### src/exec_pkg.sv
// Shared constants, operation codes and decode functions for the execution datapath
package exec_pkg;

  // Data widths
  localparam int DATA_W = 8;
  localparam int WORD_W = 16;

  // Status register bit positions
  localparam int FLAG_C = 0;
  localparam int FLAG_Z = 1;
  localparam int FLAG_N = 2;
  localparam int FLAG_V = 3;
  localparam int FLAG_S = 4;
  localparam int FLAG_H = 5;

  // Reset values and masks
  localparam logic [7:0] SREG_RESET = 8'h00;
  localparam logic [7:0] IO_RESET = 8'h00;
  localparam logic [7:0] FULL_MASK = 8'hFF;
  localparam logic [7:0] BIT0_MASK = 8'h01;

  // Cycle counts per operation class
  localparam logic [1:0] CYC_ONE = 2'h1;
  localparam logic [1:0] CYC_TWO = 2'h2;
  localparam logic [1:0] CYC_THREE = 2'h3;

  // Program counter steps
  localparam logic [15:0] PC_STEP = 16'h0001;
  localparam logic [15:0] PC_SKIP_SHORT = 16'h0002;
  localparam logic [15:0] PC_SKIP_LONG = 16'h0003;

  // I/O space
  localparam int IO_BANK_DEPTH = 32;
  localparam logic [5:0] IO_BIT_LIMIT = 6'h1F;
  localparam logic [4:0] IO_FLAG_IDX = 5'h08;

  // Register bus map (byte addresses)
  localparam int APB_ADDR_W = 12;
  localparam logic [11:0] APB_IO_LAST = 12'h07C;
  localparam logic [11:0] APB_SREG_ADDR = 12'h080;

  // Operations presented by the decoder
  typedef enum logic [4:0] {
    OP_NONE,
    OP_ADD,
    OP_ADD_CARRY,
    OP_DIFFERENCE,
    OP_DIFFERENCE_IMMEDIATE,
    OP_DIFFERENCE_WITH_BORROW,
    OP_IMMEDIATE_DIFFERENCE_WITH_BORROW,
    OP_AND,
    OP_MASK_IMMEDIATE,
    OP_OR,
    OP_MERGE_IMMEDIATE,
    OP_EXCLUSIVE_MERGE,
    OP_SET_BITS_IMMEDIATE,
    OP_CLEAR_BITS_IMMEDIATE,
    OP_ZERO_SIGN_CHECK,
    OP_WORD_IMMEDIATE_SUM,
    OP_WORD_IMMEDIATE_DIFFERENCE,
    OP_POINTER_JUMP,
    OP_POINTER_SUBROUTINE_ENTRY,
    OP_COMPARE_SKIP_EQUAL,
    OP_IO_BIT_SET,
    OP_IO_BIT_CLEAR
  } exec_op_type;

  // Byte arithmetic group
  function automatic logic is_arith_op(exec_op_type op);
    return op inside {OP_ADD, OP_ADD_CARRY, OP_DIFFERENCE, OP_DIFFERENCE_IMMEDIATE,
                      OP_DIFFERENCE_WITH_BORROW, OP_IMMEDIATE_DIFFERENCE_WITH_BORROW};
  endfunction : is_arith_op

  // Subtracting members of the byte group
  function automatic logic is_sub_op(exec_op_type op);
    return op inside {OP_DIFFERENCE, OP_DIFFERENCE_IMMEDIATE,
                      OP_DIFFERENCE_WITH_BORROW, OP_IMMEDIATE_DIFFERENCE_WITH_BORROW};
  endfunction : is_sub_op

  // Bitwise group
  function automatic logic is_logic_op(exec_op_type op);
    return op inside {OP_AND, OP_MASK_IMMEDIATE, OP_OR, OP_MERGE_IMMEDIATE, OP_EXCLUSIVE_MERGE,
                      OP_SET_BITS_IMMEDIATE, OP_CLEAR_BITS_IMMEDIATE, OP_ZERO_SIGN_CHECK};
  endfunction : is_logic_op

  // Operations taking the immediate as second operand
  function automatic logic is_imm_op(exec_op_type op);
    return op inside {OP_DIFFERENCE_IMMEDIATE, OP_IMMEDIATE_DIFFERENCE_WITH_BORROW,
                      OP_MASK_IMMEDIATE, OP_MERGE_IMMEDIATE, OP_SET_BITS_IMMEDIATE};
  endfunction : is_imm_op

  // Clock count of an operation
  function automatic logic [1:0] op_cycles(exec_op_type op, logic equal);
    case (op)
      OP_WORD_IMMEDIATE_SUM, OP_WORD_IMMEDIATE_DIFFERENCE, OP_POINTER_JUMP: return CYC_TWO;
      OP_IO_BIT_SET, OP_IO_BIT_CLEAR: return CYC_TWO;
      OP_POINTER_SUBROUTINE_ENTRY: return CYC_THREE;
      OP_COMPARE_SKIP_EQUAL: return equal ? CYC_TWO : CYC_ONE;
      default: return CYC_ONE;
    endcase
  endfunction : op_cycles

endpackage : exec_pkg

### src/io_bank_if.sv
// Write and read ports between the datapath and the I/O register bank
`timescale 1ns/10ps
interface io_bank_if;
  logic a_we;
  logic [4:0] a_addr;
  logic [7:0] a_data;
  logic b_we;
  logic [4:0] b_addr;
  logic [7:0] b_data;
  logic [4:0] bus_rd_addr;
  logic [7:0] bus_rd_data;
  logic [4:0] bit_rd_addr;
  logic [7:0] bit_rd_data;

  modport requester(output a_we, a_addr, a_data, b_we, b_addr, b_data, bus_rd_addr, bit_rd_addr,
                    input bus_rd_data, bit_rd_data);
  modport bank(input a_we, a_addr, a_data, b_we, b_addr, b_data, bus_rd_addr, bit_rd_addr,
               output bus_rd_data, bit_rd_data);
endinterface : io_bank_if

### src/arith_logic_exec_unit.sv
// Execution datapath: byte and word arithmetic, logic, pointer flow and I/O bit operations
// Overview of operation
// [RULE_01] Add registers, optional carry, one clock
// [RULE_02] Word immediate add, five flags, two clocks
// [RULE_03] Subtract register or immediate, one clock
// [RULE_04] Word immediate subtract, five flags, two clocks
// [RULE_05] Subtract operand and carry, one clock
// [RULE_06] Bitwise ops update Z, N, V only
// [RULE_07] Set bits ORs, clear bits ANDs inverted
// [RULE_08] Test ANDs register with itself, sets flags
// [RULE_09] Pointer jump loads PC from Z, two clocks
// [RULE_10] Pointer call pushes return, three clocks
// [RULE_11] Compare-skip advances PC by two or three
// [RULE_12] Some flags clear by writing one
// [RULE_13] Bit ops rewrite whole register, clearing flags
// [RULE_14] Bit ops only reach addresses 0x00-0x1F
// [RULE_15] Software avoids reserved bits and addresses
// [RULE_16] Flags follow usual zero, sign, carry meaning
//
// The APB slave port and the placing of the registers are this design's own decisions.
`timescale 1ns/10ps
module arith_logic_exec_unit
  import exec_pkg::*;
(
  input wire logic clock_i, // Core clock, 25 MHz
  input wire logic rst_n_i, // Synchronous reset, active low
  input wire logic [11:0] paddr_i, // APB address
  input wire logic psel_i, // APB select
  input wire logic penable_i, // APB enable
  input wire logic pwrite_i, // APB direction
  input wire logic [31:0] pwdata_i, // APB write data
  output logic [31:0] prdata_o, // APB read data
  output logic pready_o, // APB ready
  output logic pslverr_o, // APB error
  input wire logic op_valid_i, // Decoder presents an operation
  input wire exec_op_type op_code_i, // Operation
  input wire logic [7:0] rd_val_i, // Destination register value
  input wire logic [7:0] rr_val_i, // Source register value
  input wire logic [7:0] imm_i, // Immediate constant
  input wire logic [15:0] pair_val_i, // Register pair value
  input wire logic [15:0] z_ptr_i, // Z pointer pair
  input wire logic [15:0] pc_i, // Current program counter
  input wire logic skip_two_word_i, // Next instruction is two words
  input wire logic [5:0] io_addr_i, // I/O address for bit ops
  input wire logic [2:0] io_bit_i, // Bit number for bit ops
  input wire logic [7:0] flag_event_i, // Events setting I/O flags
  output logic ready_o, // Can take an operation
  output logic done_o, // Operation completes
  output logic [7:0] result_o, // Byte result
  output logic result_we_o, // Write byte result to destination
  output logic [15:0] word_o, // Word result
  output logic word_we_o, // Write word result to pair
  output logic [15:0] pc_o, // New program counter
  output logic pc_load_o, // Load program counter
  output logic push_o, // Push return address
  output logic [15:0] push_addr_o, // Return address
  output logic [7:0] sreg_o // Status flags
);
  typedef enum logic {ST_IDLE, ST_WAIT} exec_state_type;

  exec_state_type state_reg, state_next;
  logic [1:0] cnt_reg;
  logic ready_reg, done_reg, result_we_reg, word_we_reg, pc_load_reg, push_reg;
  logic [7:0] result_reg, sreg_reg;
  logic [15:0] word_reg, pc_reg, push_addr_reg;
  logic pend_res_reg, pend_word_reg, pend_pc_reg, pend_push_reg;
  logic pready_reg, pslverr_reg;
  logic [31:0] prdata_reg;

  io_bank_if bank();

  // Operand selection and decode
  wire logic accept = op_valid_i && ready_reg && (op_code_i != OP_NONE);
  wire logic is_test = (op_code_i == OP_ZERO_SIGN_CHECK);
  wire logic [7:0] operand_b = is_imm_op(op_code_i) ? imm_i : (is_test ? rd_val_i : rr_val_i);
  wire logic use_carry = op_code_i inside {OP_ADD_CARRY, OP_DIFFERENCE_WITH_BORROW,
                                           OP_IMMEDIATE_DIFFERENCE_WITH_BORROW}; // RULE_05
  wire logic equal = (rd_val_i == rr_val_i);
  wire logic [1:0] cycles = op_cycles(op_code_i, equal);

  // Byte adder
  logic [7:0] sum;
  logic sum_carry, sum_half, sum_ovf;
  byte_adder u_adder (
    .a_i(rd_val_i),
    .b_i(operand_b),
    .carry_i(use_carry & sreg_reg[FLAG_C]),
    .sub_i(is_sub_op(op_code_i)),
    .res_o(sum),
    .carry_o(sum_carry),
    .half_o(sum_half),
    .ovf_o(sum_ovf)
  ); // RULE_01 RULE_03

  // Bitwise results
  wire logic [7:0] logic_res =
    (op_code_i inside {OP_OR, OP_MERGE_IMMEDIATE, OP_SET_BITS_IMMEDIATE}) ? (rd_val_i | operand_b) : // RULE_07
    (op_code_i == OP_EXCLUSIVE_MERGE) ? (rd_val_i ^ operand_b) :
    (op_code_i == OP_CLEAR_BITS_IMMEDIATE) ? (rd_val_i & (FULL_MASK ^ imm_i)) : // RULE_07
    (rd_val_i & operand_b); // RULE_06 RULE_08

  // Word add and subtract on the pair
  wire logic word_sub = (op_code_i == OP_WORD_IMMEDIATE_DIFFERENCE);
  wire logic [15:0] word_k = {10'h000, imm_i[5:0]};
  wire logic [16:0] word_wide = word_sub ? ({1'b0, pair_val_i} - {1'b0, word_k})
                                         : ({1'b0, pair_val_i} + {1'b0, word_k}); // RULE_02 RULE_04
  wire logic [15:0] word_res = word_wide[15:0];
  wire logic word_ovf = word_sub ? (pair_val_i[15] & ~word_res[15]) : (~pair_val_i[15] & word_res[15]);
  wire logic word_neg = word_res[15];

  // Flag images per operation class
  wire logic [7:0] sreg_arith = {sreg_reg[7:6], sum_half, sreg_reg[4], sum_ovf, sum[7],
                                 (sum == 8'h00), sum_carry}; // RULE_01 RULE_03 RULE_05 RULE_16
  wire logic [7:0] sreg_logic = {sreg_reg[7:4], 1'b0, logic_res[7], (logic_res == 8'h00),
                                 sreg_reg[0]}; // RULE_06 RULE_08
  wire logic [7:0] sreg_word = {sreg_reg[7:5], word_neg ^ word_ovf, word_ovf, word_neg,
                                (word_res == 16'h0000), word_wide[16]}; // RULE_02 RULE_04 RULE_16
  wire logic is_word = op_code_i inside {OP_WORD_IMMEDIATE_SUM, OP_WORD_IMMEDIATE_DIFFERENCE};
  wire logic [7:0] sreg_op = is_arith_op(op_code_i) ? sreg_arith :
                             is_logic_op(op_code_i) ? sreg_logic :
                             is_word ? sreg_word : sreg_reg; // RULE_09 RULE_10 RULE_11

  // Program flow targets
  wire logic is_flow = op_code_i inside {OP_POINTER_JUMP, OP_POINTER_SUBROUTINE_ENTRY, OP_COMPARE_SKIP_EQUAL};
  wire logic [15:0] skip_step = skip_two_word_i ? PC_SKIP_LONG : PC_SKIP_SHORT;
  wire logic [15:0] pc_target = (op_code_i == OP_COMPARE_SKIP_EQUAL)
                                ? (pc_i + (equal ? skip_step : PC_STEP)) : z_ptr_i; // RULE_09 RULE_11
  wire logic res_we_req = (is_arith_op(op_code_i) || is_logic_op(op_code_i)) && !is_test; // RULE_08

  // I/O bit read-modify-write
  wire logic is_io_bit = op_code_i inside {OP_IO_BIT_SET, OP_IO_BIT_CLEAR};
  wire logic io_in_range = (io_addr_i <= IO_BIT_LIMIT); // RULE_14
  wire logic [7:0] bit_mask = BIT0_MASK << io_bit_i;
  assign bank.bit_rd_addr = io_addr_i[4:0];
  assign bank.b_we = accept && is_io_bit && io_in_range; // RULE_14
  assign bank.b_addr = io_addr_i[4:0];
  assign bank.b_data = (op_code_i == OP_IO_BIT_SET) ? (bank.bit_rd_data | bit_mask)
                                                    : (bank.bit_rd_data & ~bit_mask); // RULE_13

  // Register bus decode; reserved space answers with an error
  wire logic apb_access = psel_i && penable_i;
  wire logic apb_done = apb_access && pready_reg;
  wire logic addr_io = (paddr_i <= APB_IO_LAST) && (paddr_i[1:0] == 2'h0);
  wire logic addr_sreg = (paddr_i == APB_SREG_ADDR);
  wire logic addr_err = !(addr_io || addr_sreg); // RULE_15
  wire logic [31:0] rd_sel = addr_io ? {24'h000000, bank.bus_rd_data} :
                             addr_sreg ? {24'h000000, sreg_reg} : 32'h00000000;
  assign bank.bus_rd_addr = paddr_i[6:2];
  assign bank.a_we = apb_done && pwrite_i && addr_io; // RULE_12
  assign bank.a_addr = paddr_i[6:2];
  assign bank.a_data = pwdata_i[7:0];

  // Strobe timing
  wire logic fire_now = accept && (cycles == CYC_ONE);
  wire logic fire_late = (state_reg == ST_WAIT) && (cnt_reg == CYC_ONE);
  assign state_next = (accept && cycles != CYC_ONE) ? ST_WAIT :
                      (state_reg == ST_WAIT && cnt_reg != CYC_ONE) ? ST_WAIT : ST_IDLE;

  io_bank u_bank (
    .clock_i(clock_i),
    .rst_n_i(rst_n_i),
    .flag_event_i(flag_event_i),
    .port(bank.bank)
  );

  // Sequencing and cycle count
  always_ff @(posedge clock_i)
  begin
    if (!rst_n_i)
    begin
      state_reg <= ST_IDLE;
      cnt_reg <= 2'h0;
      ready_reg <= 1'b0;
    end
    else
    begin
      state_reg <= state_next;
      cnt_reg <= accept ? cycles - CYC_ONE : (fire_late ? 2'h0 : cnt_reg - {1'b0, state_reg == ST_WAIT});
      ready_reg <= (state_next == ST_IDLE); // RULE_02 RULE_09 RULE_10 RULE_11
    end
  end

  // Pending strobes for multi-cycle operations
  always_ff @(posedge clock_i)
  begin
    if (!rst_n_i)
      {pend_res_reg, pend_word_reg, pend_pc_reg, pend_push_reg} <= 4'h0;
    else if (accept)
      {pend_res_reg, pend_word_reg, pend_pc_reg, pend_push_reg} <=
        {res_we_req, is_word, is_flow, op_code_i == OP_POINTER_SUBROUTINE_ENTRY};
  end

  // Result strobes
  always_ff @(posedge clock_i)
  begin
    if (!rst_n_i)
      {done_reg, result_we_reg, word_we_reg, pc_load_reg, push_reg} <= 5'h00;
    else
    begin
      done_reg <= fire_now || fire_late;
      result_we_reg <= (fire_now && res_we_req) || (fire_late && pend_res_reg);
      word_we_reg <= fire_late && pend_word_reg;
      pc_load_reg <= (fire_now && is_flow) || (fire_late && pend_pc_reg); // RULE_11
      push_reg <= fire_late && pend_push_reg; // RULE_10
    end
  end

  // Result data and status flags; operations win over bus writes
  always_ff @(posedge clock_i)
  begin
    if (!rst_n_i)
    begin
      {result_reg, word_reg, pc_reg, push_addr_reg} <= 56'h0;
      sreg_reg <= SREG_RESET;
    end
    else if (accept)
    begin
      result_reg <= is_arith_op(op_code_i) ? sum : logic_res;
      word_reg <= word_res;
      pc_reg <= pc_target;
      push_addr_reg <= pc_i + PC_STEP; // RULE_10
      sreg_reg <= sreg_op;
    end
    else if (apb_done && pwrite_i && addr_sreg)
      sreg_reg <= pwdata_i[7:0];
  end

  // Bus answer after one wait state
  always_ff @(posedge clock_i)
  begin
    if (!rst_n_i)
      {pready_reg, pslverr_reg, prdata_reg} <= 34'h0;
    else
    begin
      pready_reg <= apb_access && !pready_reg;
      pslverr_reg <= apb_access && !pready_reg && addr_err;
      prdata_reg <= (apb_access && !pready_reg && !pwrite_i) ? rd_sel : 32'h00000000;
    end
  end

  // Outputs
  assign {ready_o, done_o, result_o, result_we_o} = {ready_reg, done_reg, result_reg, result_we_reg};
  assign {word_o, word_we_o, pc_o, pc_load_o} = {word_reg, word_we_reg, pc_reg, pc_load_reg};
  assign {push_o, push_addr_o, sreg_o} = {push_reg, push_addr_reg, sreg_reg};
  assign {prdata_o, pready_o, pslverr_o} = {prdata_reg, pready_reg, pslverr_reg};
endmodule : arith_logic_exec_unit

### src/byte_adder.sv
// Eight-bit add/subtract with carry, half-carry and overflow
`timescale 1ns/10ps
module byte_adder
  import exec_pkg::*;
(
  input wire logic [7:0] a_i, // Destination operand
  input wire logic [7:0] b_i, // Source operand
  input wire logic carry_i, // Incoming carry or borrow
  input wire logic sub_i, // High to subtract
  output logic [7:0] res_o, // Result byte
  output logic carry_o, // Unsigned carry or borrow
  output logic half_o, // Carry or borrow out of bit 3
  output logic ovf_o // Signed overflow
);
  logic [8:0] wide;
  logic [4:0] nib;
  logic b_eff;

  // Full and low-nibble sums
  assign wide = sub_i ? ({1'b0, a_i} - {1'b0, b_i} - {8'h00, carry_i})
                      : ({1'b0, a_i} + {1'b0, b_i} + {8'h00, carry_i});
  assign nib = sub_i ? ({1'b0, a_i[3:0]} - {1'b0, b_i[3:0]} - {4'h0, carry_i})
                     : ({1'b0, a_i[3:0]} + {1'b0, b_i[3:0]} + {4'h0, carry_i});

  // Flag outputs
  assign res_o = wide[7:0];
  assign carry_o = wide[8]; // RULE_16
  assign half_o = nib[4];
  assign b_eff = b_i[7] ^ sub_i;
  assign ovf_o = (a_i[7] & b_eff & ~wide[7]) | (~a_i[7] & ~b_eff & wide[7]);
endmodule : byte_adder

### src/io_bank.sv
// I/O register bank with write-one-to-clear event flags
`timescale 1ns/10ps
module io_bank
  import exec_pkg::*;
#(
  parameter int DEPTH = IO_BANK_DEPTH
)(
  input wire logic clock_i, // Core clock
  input wire logic rst_n_i, // Synchronous reset, active low
  input wire logic [7:0] flag_event_i, // Hardware events into flag register
  io_bank_if.bank port // Datapath ports
);
  logic [7:0] mem_reg [DEPTH];

  // Depth check
  if (DEPTH < 1 || DEPTH > IO_BANK_DEPTH) begin : g_bad_depth
    $error("io_bank depth out of range");
  end

  // One storage entry per address
  for (genvar i = 0; i < DEPTH; i++) begin : g_entry
    wire logic hit_a = port.a_we && (port.a_addr == 5'(i));
    wire logic hit_b = port.b_we && (port.b_addr == 5'(i));
    wire logic [7:0] plain_next = hit_b ? port.b_data : (hit_a ? port.a_data : mem_reg[i]);
    wire logic [7:0] clr_mask = (hit_a ? port.a_data : 8'h00) | (hit_b ? port.b_data : 8'h00);
    // Ones clear flags, a new event wins over the clear
    wire logic [7:0] flag_next = (mem_reg[i] & ~clr_mask) | flag_event_i; // RULE_12
    always_ff @(posedge clock_i)
    begin
      if (!rst_n_i)
        mem_reg[i] <= IO_RESET;
      else
        mem_reg[i] <= (5'(i) == IO_FLAG_IDX) ? flag_next : plain_next;
    end
  end

  // Read ports
  assign port.bus_rd_data = (int'(port.bus_rd_addr) < DEPTH) ? mem_reg[port.bus_rd_addr] : 8'h00;
  assign port.bit_rd_data = (int'(port.bit_rd_addr) < DEPTH) ? mem_reg[port.bit_rd_addr] : 8'h00;
endmodule : io_bank

### config.mk
export PLATFORM = sky130hd
export DESIGN_NAME = arith_logic_exec_unit
export DESIGN_NICKNAME = d
export VERILOG_FILES = /design/src/exec_pkg.sv /design/src/io_bank_if.sv /design/src/arith_logic_exec_unit.sv /design/src/byte_adder.sv /design/src/io_bank.sv
export SDC_FILE = /design/constraint.sdc
export NUM_CORES = 1
export LEC_CHECK = 0
export BUFFER_PORTS_ARGS = -buffer_cell sky130_fd_sc_hd__buf_2
export CORE_UTILIZATION = 36
export CTS_CLUSTER_DIAMETER = 150
export DETAILED_ROUTE_END_ITERATION = 6
export PLACE_DENSITY_LB_ADDON = 0.1
export SYNTH_ARGS = -nofsm -noshare
export SYNTH_HDL_FRONTEND = slang
export SYNTH_SLANG_ARGS = --single-unit
### constraint.sdc
create_clock -name clock_i -period 9.9 [get_ports clock_i]
set_clock_uncertainty 0.05 [all_clocks]
set_input_delay 0.99 -clock clock_i [delete_from_list [all_inputs] [get_ports clock_i]]
set_output_delay 0.99 -clock clock_i [all_outputs]
set_load 0.1 [all_outputs]
==> impl_metrics.xml, run 1 <==
<?xml version="1.0" encoding="UTF-8"?>
<metrics>
  <group name="die">
    <metric name="dieWidth" unit="um">257</metric>
    <metric name="fp-row-count" unit="">93</metric>
    <metric name="die_y" unit="um">257</metric>
    <metric name="pin_count" unit="">249</metric>
    <metric name="core_region_area" unit="um^2">64500</metric>
    <metric name="floorplan.initialDensity" unit="">0.364</metric>
    <metric name="die_area" unit="um^2">66200</metric>
  </group>
  <group name="detailed_routing">
    <metric name="detail_route.iter0.violations" unit="">1930</metric>
    <metric name="avgViaCountPerCell" unit="">5.89</metric>
    <metric name="drtAntennaViolNets" unit="">0</metric>
    <metric name="drc" unit="">1</metric>
    <metric name="wire_length_after_detailed_routing" unit="um">88600</metric>
    <metric name="detail_route.first_pass.iterations" unit="">7</metric>
    <metric name="drt-wirelength-per-cell" unit="um">26.5</metric>
    <metric name="num_vias" unit="">19700</metric>
  </group>
  <group name="synth">
    <metric name="ys_types" unit="">76</metric>
    <metric name="syn_avg_cell_area" unit="um^2">9.93</metric>
    <metric name="synth_cells" unit="">2365</metric>
    <metric name="synth_top_flop_cell" unit="">sky130_fd_sc_hd__edfxtp_1</metric>
    <metric name="synth_warnings" unit="">0</metric>
    <metric name="fraction_of_the_yosys_area_taken_by_sequential_cells" unit="">0.398</metric>
    <metric name="synthesis.area" unit="um^2">23500</metric>
    <metric name="synth-edff-count" unit="">248</metric>
    <metric name="ys_seq_elements" unit="">343</metric>
    <metric name="share_of_async_settable_or_async_resettable_flops_after_synthesis" unit="">0</metric>
  </group>
  <group name="timing">
    <metric name="report.final.slew_viol_count" unit="">0</metric>
    <metric name="tns" unit="ps">0</metric>
    <metric name="final_period_minus_worst_setup_slack" unit="ps">5160</metric>
    <metric name="worst_slew_pin_slew" unit="ps">1190</metric>
    <metric name="final.period_utilization" unit="">0.521</metric>
    <metric name="setup_violations" unit="">0</metric>
    <metric name="fmax" unit="MHz">194</metric>
    <metric name="relSlewSlack" unit="">0.208</metric>
    <metric name="number_of_failing_hold_endpoints_at_the_final_stage" unit="">0</metric>
    <metric name="rsz0062_at_grt" unit="">false</metric>
  </group>
  <group name="critical_path">
    <metric name="worstReg2RegEnd" unit="">u_bank.mem_reg[28][7]</metric>
    <metric name="reg2regPathDepth" unit="">8</metric>
    <metric name="critical_path_class" unit="">in -&gt; reg</metric>
    <metric name="crit_path_start_kind" unit="">input pin</metric>
    <metric name="worstPathRequired" unit="ps">10360</metric>
    <metric name="reg2reg_from" unit="">ready_o</metric>
    <metric name="endpoint_kind" unit="">flop</metric>
    <metric name="top_fanout_value_on_the_critical_path" unit="">12</metric>
    <metric name="crit_arrival" unit="ps">5620</metric>
    <metric name="reg2reg_setup_slack" unit="ps">6030</metric>
  </group>
  <group name="clock_tree">
    <metric name="cts-hold-fix-buffers" unit="">0</metric>
    <metric name="count_of_h_tree_levels_built_during_cts" unit="">2</metric>
    <metric name="number_of_clock_buffers_inserted_by_tritoncts" unit="">43</metric>
    <metric name="tritoncts_clock_tree" unit="">done</metric>
    <metric name="clkTransAtPathRegs" unit="ps">60</metric>
    <metric name="clock_sink_count" unit="">343</metric>
    <metric name="cts_resized" unit="">0</metric>
    <metric name="cts_post_setup_buffers_inserted" unit="">0</metric>
    <metric name="root_buffer" unit="">sky130_fd_sc_hd__clkbuf_16</metric>
    <metric name="clock_insertion_delay_worst_skew" unit="ps">590</metric>
    <metric name="cts_max_path_buffers" unit="">3</metric>
  </group>
  <group name="final_layout">
    <metric name="fill_cells" unit="">6325</metric>
    <metric name="final_cell_area" unit="um^2">26300</metric>
    <metric name="drive_gt1_frac" unit="">0.203</metric>
    <metric name="nNetsFinal" unit="">2666</metric>
    <metric name="most_common_cell_after_layout_fill_and_taps_aside" unit="">sky130_fd_sc_hd__nand2_1</metric>
    <metric name="area_delta_synth_final" unit="%">12.1</metric>
    <metric name="seq_area" unit="um^2">9350</metric>
    <metric name="layout_common_cells" unit="">sky130_fd_sc_hd__nand2_1 (415), sky130_fd_sc_hd__nor2_1 (288), sky130_fd_sc_hd__edfxtp_1 (248)</metric>
    <metric name="multi_input_combinational_cell_area" unit="um^2">13200</metric>
    <metric name="largest_register_ffs" unit="">256</metric>
  </group>
  <group name="status">
    <metric name="run_status" unit="">finished with violations</metric>
    <metric name="violated_checks" unit="">DRC</metric>
  </group>
  <group name="grt">
    <metric name="grt.total_usage" unit="">0.263</metric>
    <metric name="grt_pass1_vias" unit="">19000</metric>
    <metric name="grt_start_max_net_pins" unit="">61</metric>
    <metric name="antenna_violations_before_repair" unit="">2</metric>
    <metric name="grt_first_pass_wirelength" unit="um">129000</metric>
    <metric name="grt_remaining_overflow" unit="">0</metric>
  </group>
  <group name="power_and_ir_drop">
    <metric name="total_leakage_power" unit="uW">0.0107</metric>
    <metric name="share_seq_of_total_power" unit="">0.400</metric>
    <metric name="relative_contribution_of_the_clock_network_to_total_power" unit="">0.374</metric>
    <metric name="power_per_cell_area" unit="nW/um^2">155</metric>
    <metric name="share_of_total_power_in_combinational_logic" unit="">0.226</metric>
    <metric name="vdd.ir_drop.worst" unit="mV">0.121</metric>
    <metric name="switching_share" unit="">0.325</metric>
    <metric name="switchingPower" unit="uW">1320</metric>
    <metric name="internal-power" unit="uW">2750</metric>
  </group>
  <group name="min_path">
    <metric name="min_to" unit="">result_o[5]</metric>
    <metric name="hold_path_class" unit="">reg -&gt; reg</metric>
    <metric name="holdCritStartpoint" unit="">result_o[5]</metric>
    <metric name="timing.hold.worst_path_depth" unit="">2</metric>
  </group>
  <group name="place">
    <metric name="port-buffer-count" unit="">200</metric>
    <metric name="detailed_place_hpwl" unit="um">61400</metric>
    <metric name="post_dp_cell_area" unit="um^2">25000</metric>
    <metric name="gp_routability_congestion" unit="">0.890</metric>
  </group>
  <group name="flow_run">
    <metric name="maxCapViolCount" unit="">0</metric>
  </group>
</metrics>
[through the flow]
stage | setup slack [ps] | hold WS, ps | power, uW | utilization | instances
detailed placement | 4170 | 396 | 2570 | 0.388 | 3273
global route | 4370 | 424 | 4190 | 0.408 | 3348
finish | 4740 | 402 | 4070 | 0.408 | 3349
floorplan | 4990 | 382 | 2280 | - | 2388
global placement | 4200 | 392 | 2560 | 0.388 | 3273
CTS | 4770 | 404 | 4080 | 0.408 | 3348
[cell usage after synthesis, drive strengths merged, types with 51 or more instances]
cell type	count	share of area
clkbuf	108	0.017
dfxtp	95	0.081
mux2i	137	0.058
buf	84	0.021
nor2	292	0.047
o21ai	68	0.014
ha	52	0.028
nand2	415	0.066
mux4	160	0.15
a21oi	197	0.042
inv	51	0.0082
edfxtp	248	0.32
[worst max-delay path, cell delays in order]
cell,delay [ps]
sky130_fd_sc_hd__buf_2,220
sky130_fd_sc_hd__nor2b_1,320
sky130_fd_sc_hd__nand2b_1,320
sky130_fd_sc_hd__nor3_1,810
sky130_fd_sc_hd__nor2_1,110
sky130_fd_sc_hd__xnor2_1,170
sky130_fd_sc_hd__ha_1,330
sky130_fd_sc_hd__o21a_1,200
sky130_fd_sc_hd__o31a_1,150
sky130_fd_sc_hd__o311ai_2,500
sky130_fd_sc_hd__a21oi_1,180
sky130_fd_sc_hd__o211ai_1,590
sky130_fd_sc_hd__nand2_1,80
sky130_fd_sc_hd__or4_1,500
sky130_fd_sc_hd__a21oi_1,160
[worst max path at each step]
stage | startpoint | end | slack [ps] | cells past startpoint
3_5_place_dp | op_code_i[4] | sreg_o[1] | 4170 | 15
2_1_floorplan | op_code_i[0] | sreg_o[3] | 4990 | 17
3_3_place_gp | op_code_i[4] | sreg_o[1] | 4200 | 15
5_1_grt | op_code_i[4] | sreg_o[1] | 4370 | 15
6_report | op_code_i[4] | sreg_o[1] | 4740 | 15
4_1_cts | op_code_i[4] | sreg_o[1] | 4770 | 15
[area by class of cell]
class | count | share of cell area
clock inverter | 8 | 0.00262
multi-input combinational | 1802 | 0.503
inverter | 51 | 0.00732
antenna | 1 | 0.0000951
timing repair buffer | 222 | 0.0445
tap | 855 | 0.0407
sequential | 343 | 0.355
clock buffer | 67 | 0.0469
[metal layers]
| metal | GRT usage | wire length, um |
|---|---|---|
| met1 | 0.357 | 37600 |
| met2 | 0.418 | 40700 |
| met3 | 0.0493 | 7210 |
| met4 | 0.0947 | 3150 |
| met5 | 0 | 23 |
[power by group through the flow]
| stage | logic, uW | registers (uW) | clock network, uW |
|---|---|---|---|
| after floorplan | 516 | 1770 | 0 |
| after CTS | 912 | 1630 | 1540 |
| after detailed placement | 909 | 1660 | 0 |
| after global placement | 903 | 1650 | 0 |
| final | 918 | 1630 | 1520 |
| after global routing | 966 | 1630 | 1590 |
[logic make-up after synthesis]
logic type | Yosys count | share of synthesized area
compound gates | 429 | 0.112
xor+xnor | 61 | 0.0228
fa+ha+maj | 59 | 0.0333
buf+inv | 243 | 0.0464
flops | 343 | 0.398
mux | 308 | 0.217
other cells | 1 | 0.000160
simple gates | 921 | 0.170
(Power assumes the default switching activity.)
==> run 2: changes to the inputs <==
Settings changed: ABC_AREA from default to 1.
Clock period 9.9 ns to 5.33 ns, I/O delays scaled along.
==> run 2 against run 1 <==
The run now ends clean. Design area is 2.8% higher. Register-to-register slack got worse by 4200 ps. Routed wire length up 12%. Critical path type unchanged. Critical endpoint unchanged. Largest cell class unchanged. Highest routed layer unchanged.
==> impl_metrics.xml, run 2 <==
<?xml version="1.0" encoding="UTF-8"?>
<metrics>
  <group name="status">
    <metric name="run_status" unit="">complete, no violations</metric>
  </group>
  <group name="min_path">
    <metric name="min_to" unit="">push_addr_o[0]</metric>
    <metric name="timing.hold.worst_path_depth" unit="">2</metric>
    <metric name="hold_path_class" unit="">in -&gt; reg</metric>
    <metric name="holdCritStartpoint" unit="">pc_i[0]</metric>
  </group>
  <group name="clock_tree">
    <metric name="cts-hold-fix-buffers" unit="">0</metric>
    <metric name="cts_post_setup_buffers_inserted" unit="">0</metric>
    <metric name="number_of_clock_buffers_inserted_by_tritoncts" unit="">44</metric>
    <metric name="tritoncts_clock_tree" unit="">done</metric>
    <metric name="root_buffer" unit="">sky130_fd_sc_hd__clkbuf_16</metric>
    <metric name="clock_insertion_delay_worst_skew" unit="ps">600</metric>
    <metric name="cts_max_path_buffers" unit="">3</metric>
    <metric name="clkTransAtPathRegs" unit="ps">60</metric>
    <metric name="cts_resized" unit="">0</metric>
    <metric name="count_of_h_tree_levels_built_during_cts" unit="">2</metric>
    <metric name="clock_sink_count" unit="">343</metric>
  </group>
  <group name="synth">
    <metric name="synth_warnings" unit="">0</metric>
    <metric name="synth_top_flop_cell" unit="">sky130_fd_sc_hd__edfxtp_1</metric>
    <metric name="ys_types" unit="">55</metric>
    <metric name="synth.largest_area_cell" unit="">sky130_fd_sc_hd__edfxtp_1</metric>
    <metric name="synth.top_cell.area_share" unit="">0.312</metric>
    <metric name="share_of_async_settable_or_async_resettable_flops_after_synthesis" unit="">0</metric>
    <metric name="complex_gate_fraction_of_the_synthesized_area" unit="">0.263</metric>
    <metric name="synthesis.area" unit="um^2">23900</metric>
    <metric name="netlist_top_cells_count" unit="">sky130_fd_sc_hd__inv_1 (550), sky130_fd_sc_hd__nand2_1 (509), sky130_fd_sc_hd__a21oi_1 (401)</metric>
    <metric name="syn_avg_cell_area" unit="um^2">7.42</metric>
    <metric name="synth-edff-count" unit="">248</metric>
    <metric name="fraction_of_the_yosys_area_taken_by_sequential_cells" unit="">0.392</metric>
    <metric name="synthMostInstantiatedCell" unit="">sky130_fd_sc_hd__inv_1</metric>
    <metric name="synth_cells" unit="">3216</metric>
    <metric name="synth_top_family_by_area" unit="">compound AO/OA/AOI/OAI gates</metric>
    <metric name="synth.top_cells.by_area" unit="">sky130_fd_sc_hd__edfxtp_1 (31%), sky130_fd_sc_hd__inv_1 (8.7%), sky130_fd_sc_hd__a21oi_1 (8.4%), sky130_fd_sc_hd__nand2_1 (8.0%), sky130_fd_sc_hd__dfxtp_1 (8.0%)</metric>
    <metric name="yosys.area_share.adder" unit="">0.0323</metric>
    <metric name="ys_seq_elements" unit="">343</metric>
    <metric name="synthMuxAreaShare" unit="">0</metric>
    <metric name="synth_simple_gate_area_frac" unit="">0.171</metric>
    <metric name="post_synth_xor_area_fraction" unit="">0.0132</metric>
  </group>
  <group name="die">
    <metric name="floorplan.initialDensity" unit="">0.364</metric>
    <metric name="die_y" unit="um">259</metric>
    <metric name="core_region_area" unit="um^2">65600</metric>
    <metric name="fp-row-count" unit="">94</metric>
    <metric name="pin_count" unit="">249</metric>
    <metric name="dieWidth" unit="um">259</metric>
    <metric name="die_area" unit="um^2">67300</metric>
  </group>
  <group name="power_and_ir_drop">
    <metric name="switchingPower" unit="uW">2620</metric>
    <metric name="share_seq_of_total_power" unit="">0.393</metric>
    <metric name="vdd.ir_drop.worst" unit="mV">0.235</metric>
    <metric name="relative_contribution_of_the_clock_network_to_total_power" unit="">0.392</metric>
    <metric name="power_per_cell_area" unit="nW/um^2">284</metric>
    <metric name="switching_share" unit="">0.340</metric>
    <metric name="total_leakage_power" unit="uW">0.0133</metric>
    <metric name="internal-power" unit="uW">5070</metric>
    <metric name="share_of_total_power_in_combinational_logic" unit="">0.215</metric>
  </group>
  <group name="critical_path">
    <metric name="worstPathRequired" unit="ps">5820</metric>
    <metric name="critical_path_class" unit="">in -&gt; reg</metric>
    <metric name="reg2reg_from" unit="">ready_o</metric>
    <metric name="crit_arrival" unit="ps">4290</metric>
    <metric name="reg2regPathDepth" unit="">12</metric>
    <metric name="crit_path_start_kind" unit="">input pin</metric>
    <metric name="endpoint_kind" unit="">flop</metric>
    <metric name="reg2reg_setup_slack" unit="ps">1860</metric>
    <metric name="top_fanout_value_on_the_critical_path" unit="">11</metric>
    <metric name="worstReg2RegEnd" unit="">u_bank.mem_reg[28][7]</metric>
  </group>
  <group name="timing">
    <metric name="tns" unit="ps">0</metric>
    <metric name="rsz0062_at_grt" unit="">false</metric>
    <metric name="final_period_minus_worst_setup_slack" unit="ps">3800</metric>
    <metric name="setup_violations" unit="">0</metric>
    <metric name="worst_slew_pin_slew" unit="ps">1090</metric>
    <metric name="number_of_failing_hold_endpoints_at_the_final_stage" unit="">0</metric>
    <metric name="final.period_utilization" unit="">0.714</metric>
    <metric name="report.final.slew_viol_count" unit="">0</metric>
    <metric name="relSlewSlack" unit="">0.269</metric>
    <metric name="fmax" unit="MHz">263</metric>
  </group>
  <group name="detailed_routing">
    <metric name="wire_length_after_detailed_routing" unit="um">99100</metric>
    <metric name="drt-wirelength-per-cell" unit="um">23.4</metric>
    <metric name="detail_route.iter0.violations" unit="">2678</metric>
    <metric name="num_vias" unit="">23800</metric>
    <metric name="drtAntennaViolNets" unit="">0</metric>
    <metric name="avgViaCountPerCell" unit="">5.64</metric>
    <metric name="detail_route.first_pass.iterations" unit="">7</metric>
    <metric name="drc" unit="">0</metric>
  </group>
  <group name="grt">
    <metric name="grt.total_usage" unit="">0.289</metric>
    <metric name="grt_first_pass_wirelength" unit="um">146000</metric>
    <metric name="antenna_violations_before_repair" unit="">3</metric>
    <metric name="grt_pass1_vias" unit="">22600</metric>
    <metric name="grt_remaining_overflow" unit="">0</metric>
    <metric name="grt_start_max_net_pins" unit="">81</metric>
  </group>
  <group name="final_layout">
    <metric name="finalNonFillerCells" unit="">4227</metric>
    <metric name="drive_gt1_frac" unit="">0.129</metric>
    <metric name="area_delta_synth_final" unit="%">13.3</metric>
    <metric name="final_cell_area" unit="um^2">27000</metric>
    <metric name="most_common_cell_after_layout_fill_and_taps_aside" unit="">sky130_fd_sc_hd__inv_1</metric>
    <metric name="nNetsFinal" unit="">3531</metric>
    <metric name="diodes" unit="">0</metric>
    <metric name="largest_register_ffs" unit="">256</metric>
    <metric name="final_core_utilization" unit="">0.412</metric>
    <metric name="layout_common_cells" unit="">sky130_fd_sc_hd__inv_1 (544), sky130_fd_sc_hd__nand2_1 (504), sky130_fd_sc_hd__a21oi_1 (401)</metric>
  </group>
  <group name="place">
    <metric name="dp.cells" unit="">4146</metric>
    <metric name="port-buffer-count" unit="">200</metric>
    <metric name="gp_routability_congestion" unit="">0.975</metric>
    <metric name="detailed_place_hpwl" unit="um">71000</metric>
    <metric name="post_dp_cell_area" unit="um^2">25600</metric>
  </group>
  <group name="flow_run">
    <metric name="maxCapViolCount" unit="">0</metric>
  </group>
</metrics>
run 2: changes by cell type in the layout (fill, tap and decap cells not counted), moves of 29 or more:
cell                       before  now
sky130_fd_sc_hd__nand3_1       34  134
sky130_fd_sc_hd__nor2_1       288  147
sky130_fd_sc_hd__inv_1         50  544
sky130_fd_sc_hd__mux4_2       160    0
sky130_fd_sc_hd__o21ai_1        8   42
sky130_fd_sc_hd__nand2_2        0   29
sky130_fd_sc_hd__o221ai_1       3   84
sky130_fd_sc_hd__a22oi_1       10  118
sky130_fd_sc_hd__o21ai_0       58  310
sky130_fd_sc_hd__mux2i_1      134    0
sky130_fd_sc_hd__a211oi_1      34    2
sky130_fd_sc_hd__nand2_1      415  504
sky130_fd_sc_hd__a21oi_1      194  401
run 2: kinds of logic after synthesis:
logic type      Yosys count
compound gates         1071
xor+xnor                 36
fa+ha+maj                58
buf+inv                 777
flops                   343
other cells               1
simple gates            930
run 2: critical path, stage by stage:
cell and delay [ps]:
sky130_fd_sc_hd__buf_2 150, sky130_fd_sc_hd__inv_1 270, sky130_fd_sc_hd__nand3_1 190, sky130_fd_sc_hd__nor2_1 560
sky130_fd_sc_hd__o21ai_0 180, sky130_fd_sc_hd__nand2_1 110, sky130_fd_sc_hd__nand2_1 90, sky130_fd_sc_hd__ha_1 340
sky130_fd_sc_hd__inv_1 130, sky130_fd_sc_hd__ha_1 390, sky130_fd_sc_hd__a21oi_1 270, sky130_fd_sc_hd__nand2_1 90
sky130_fd_sc_hd__nand3_1 90, sky130_fd_sc_hd__nand2_1 90, sky130_fd_sc_hd__nor2_1 110, sky130_fd_sc_hd__nand3b_1 90
sky130_fd_sc_hd__nor2_1 130, sky130_fd_sc_hd__nand3_1 180, sky130_fd_sc_hd__nand2_1 100, sky130_fd_sc_hd__nor2_1 40
sky130_fd_sc_hd__a21oi_1 140
run 2: cell type report:
type / instances / area, um^2
sequential: 343 / 9350
timing repair buffer: 258 / 1540
inverter: 562 / 2110
fill: 6857 / 38600
clock buffer: 57 / 1160
tap: 864 / 1080
multi-input combinational: 2119 / 11600
clock inverter: 24 / 249
run 2: how the worst max path moves through the flow:
stage / from / end / slack (ps) / depth (start not counted)
after detailed placement: op_code_i[4] / sreg_o[1] / 920 / 21
after CTS: op_code_i[4] / result_o[7] / 1540 / 21
after floorplan: op_code_i[4] / sreg_o[1] / 1800 / 22
final: op_code_i[4] / sreg_o[1] / 1530 / 21
after global routing: op_code_i[4] / sreg_o[0] / 1160 / 24
after global placement: op_code_i[4] / sreg_o[1] / 820 / 21
run 2: power by group through the flow:
stage               clock (uW)  combinational [uW]  sequential (uW)
floorplan                    0                 829             3320
global placement             0                1620             3070
detailed placement           0                1630             3080
CTS                       3040                1630             3020
global route              3130                1760             3030
finish                    3010                1660             3020
run 2: per-layer routing:
metal  vias to the layer above  part of all wire  global-route usage
li1                      11200                 -                   -
met2                      1097              0.46               0.468
met3                       197             0.079              0.0499
met5                         -           0.00041                   0
met4                         6             0.033              0.0959
met1                     11400              0.43               0.388
run 2: metrics by stage:
step / power [uW] / hold WS, ps / setup slack (ps)
detailed placement: 4700 / 382 / 920
global placement: 4700 / 374 / 824
global route: 7920 / 126 / 1160
floorplan: 4150 / 362 / 1800
finish: 7690 / 125 / 1530
CTS: 7690 / 95.7 / 1540
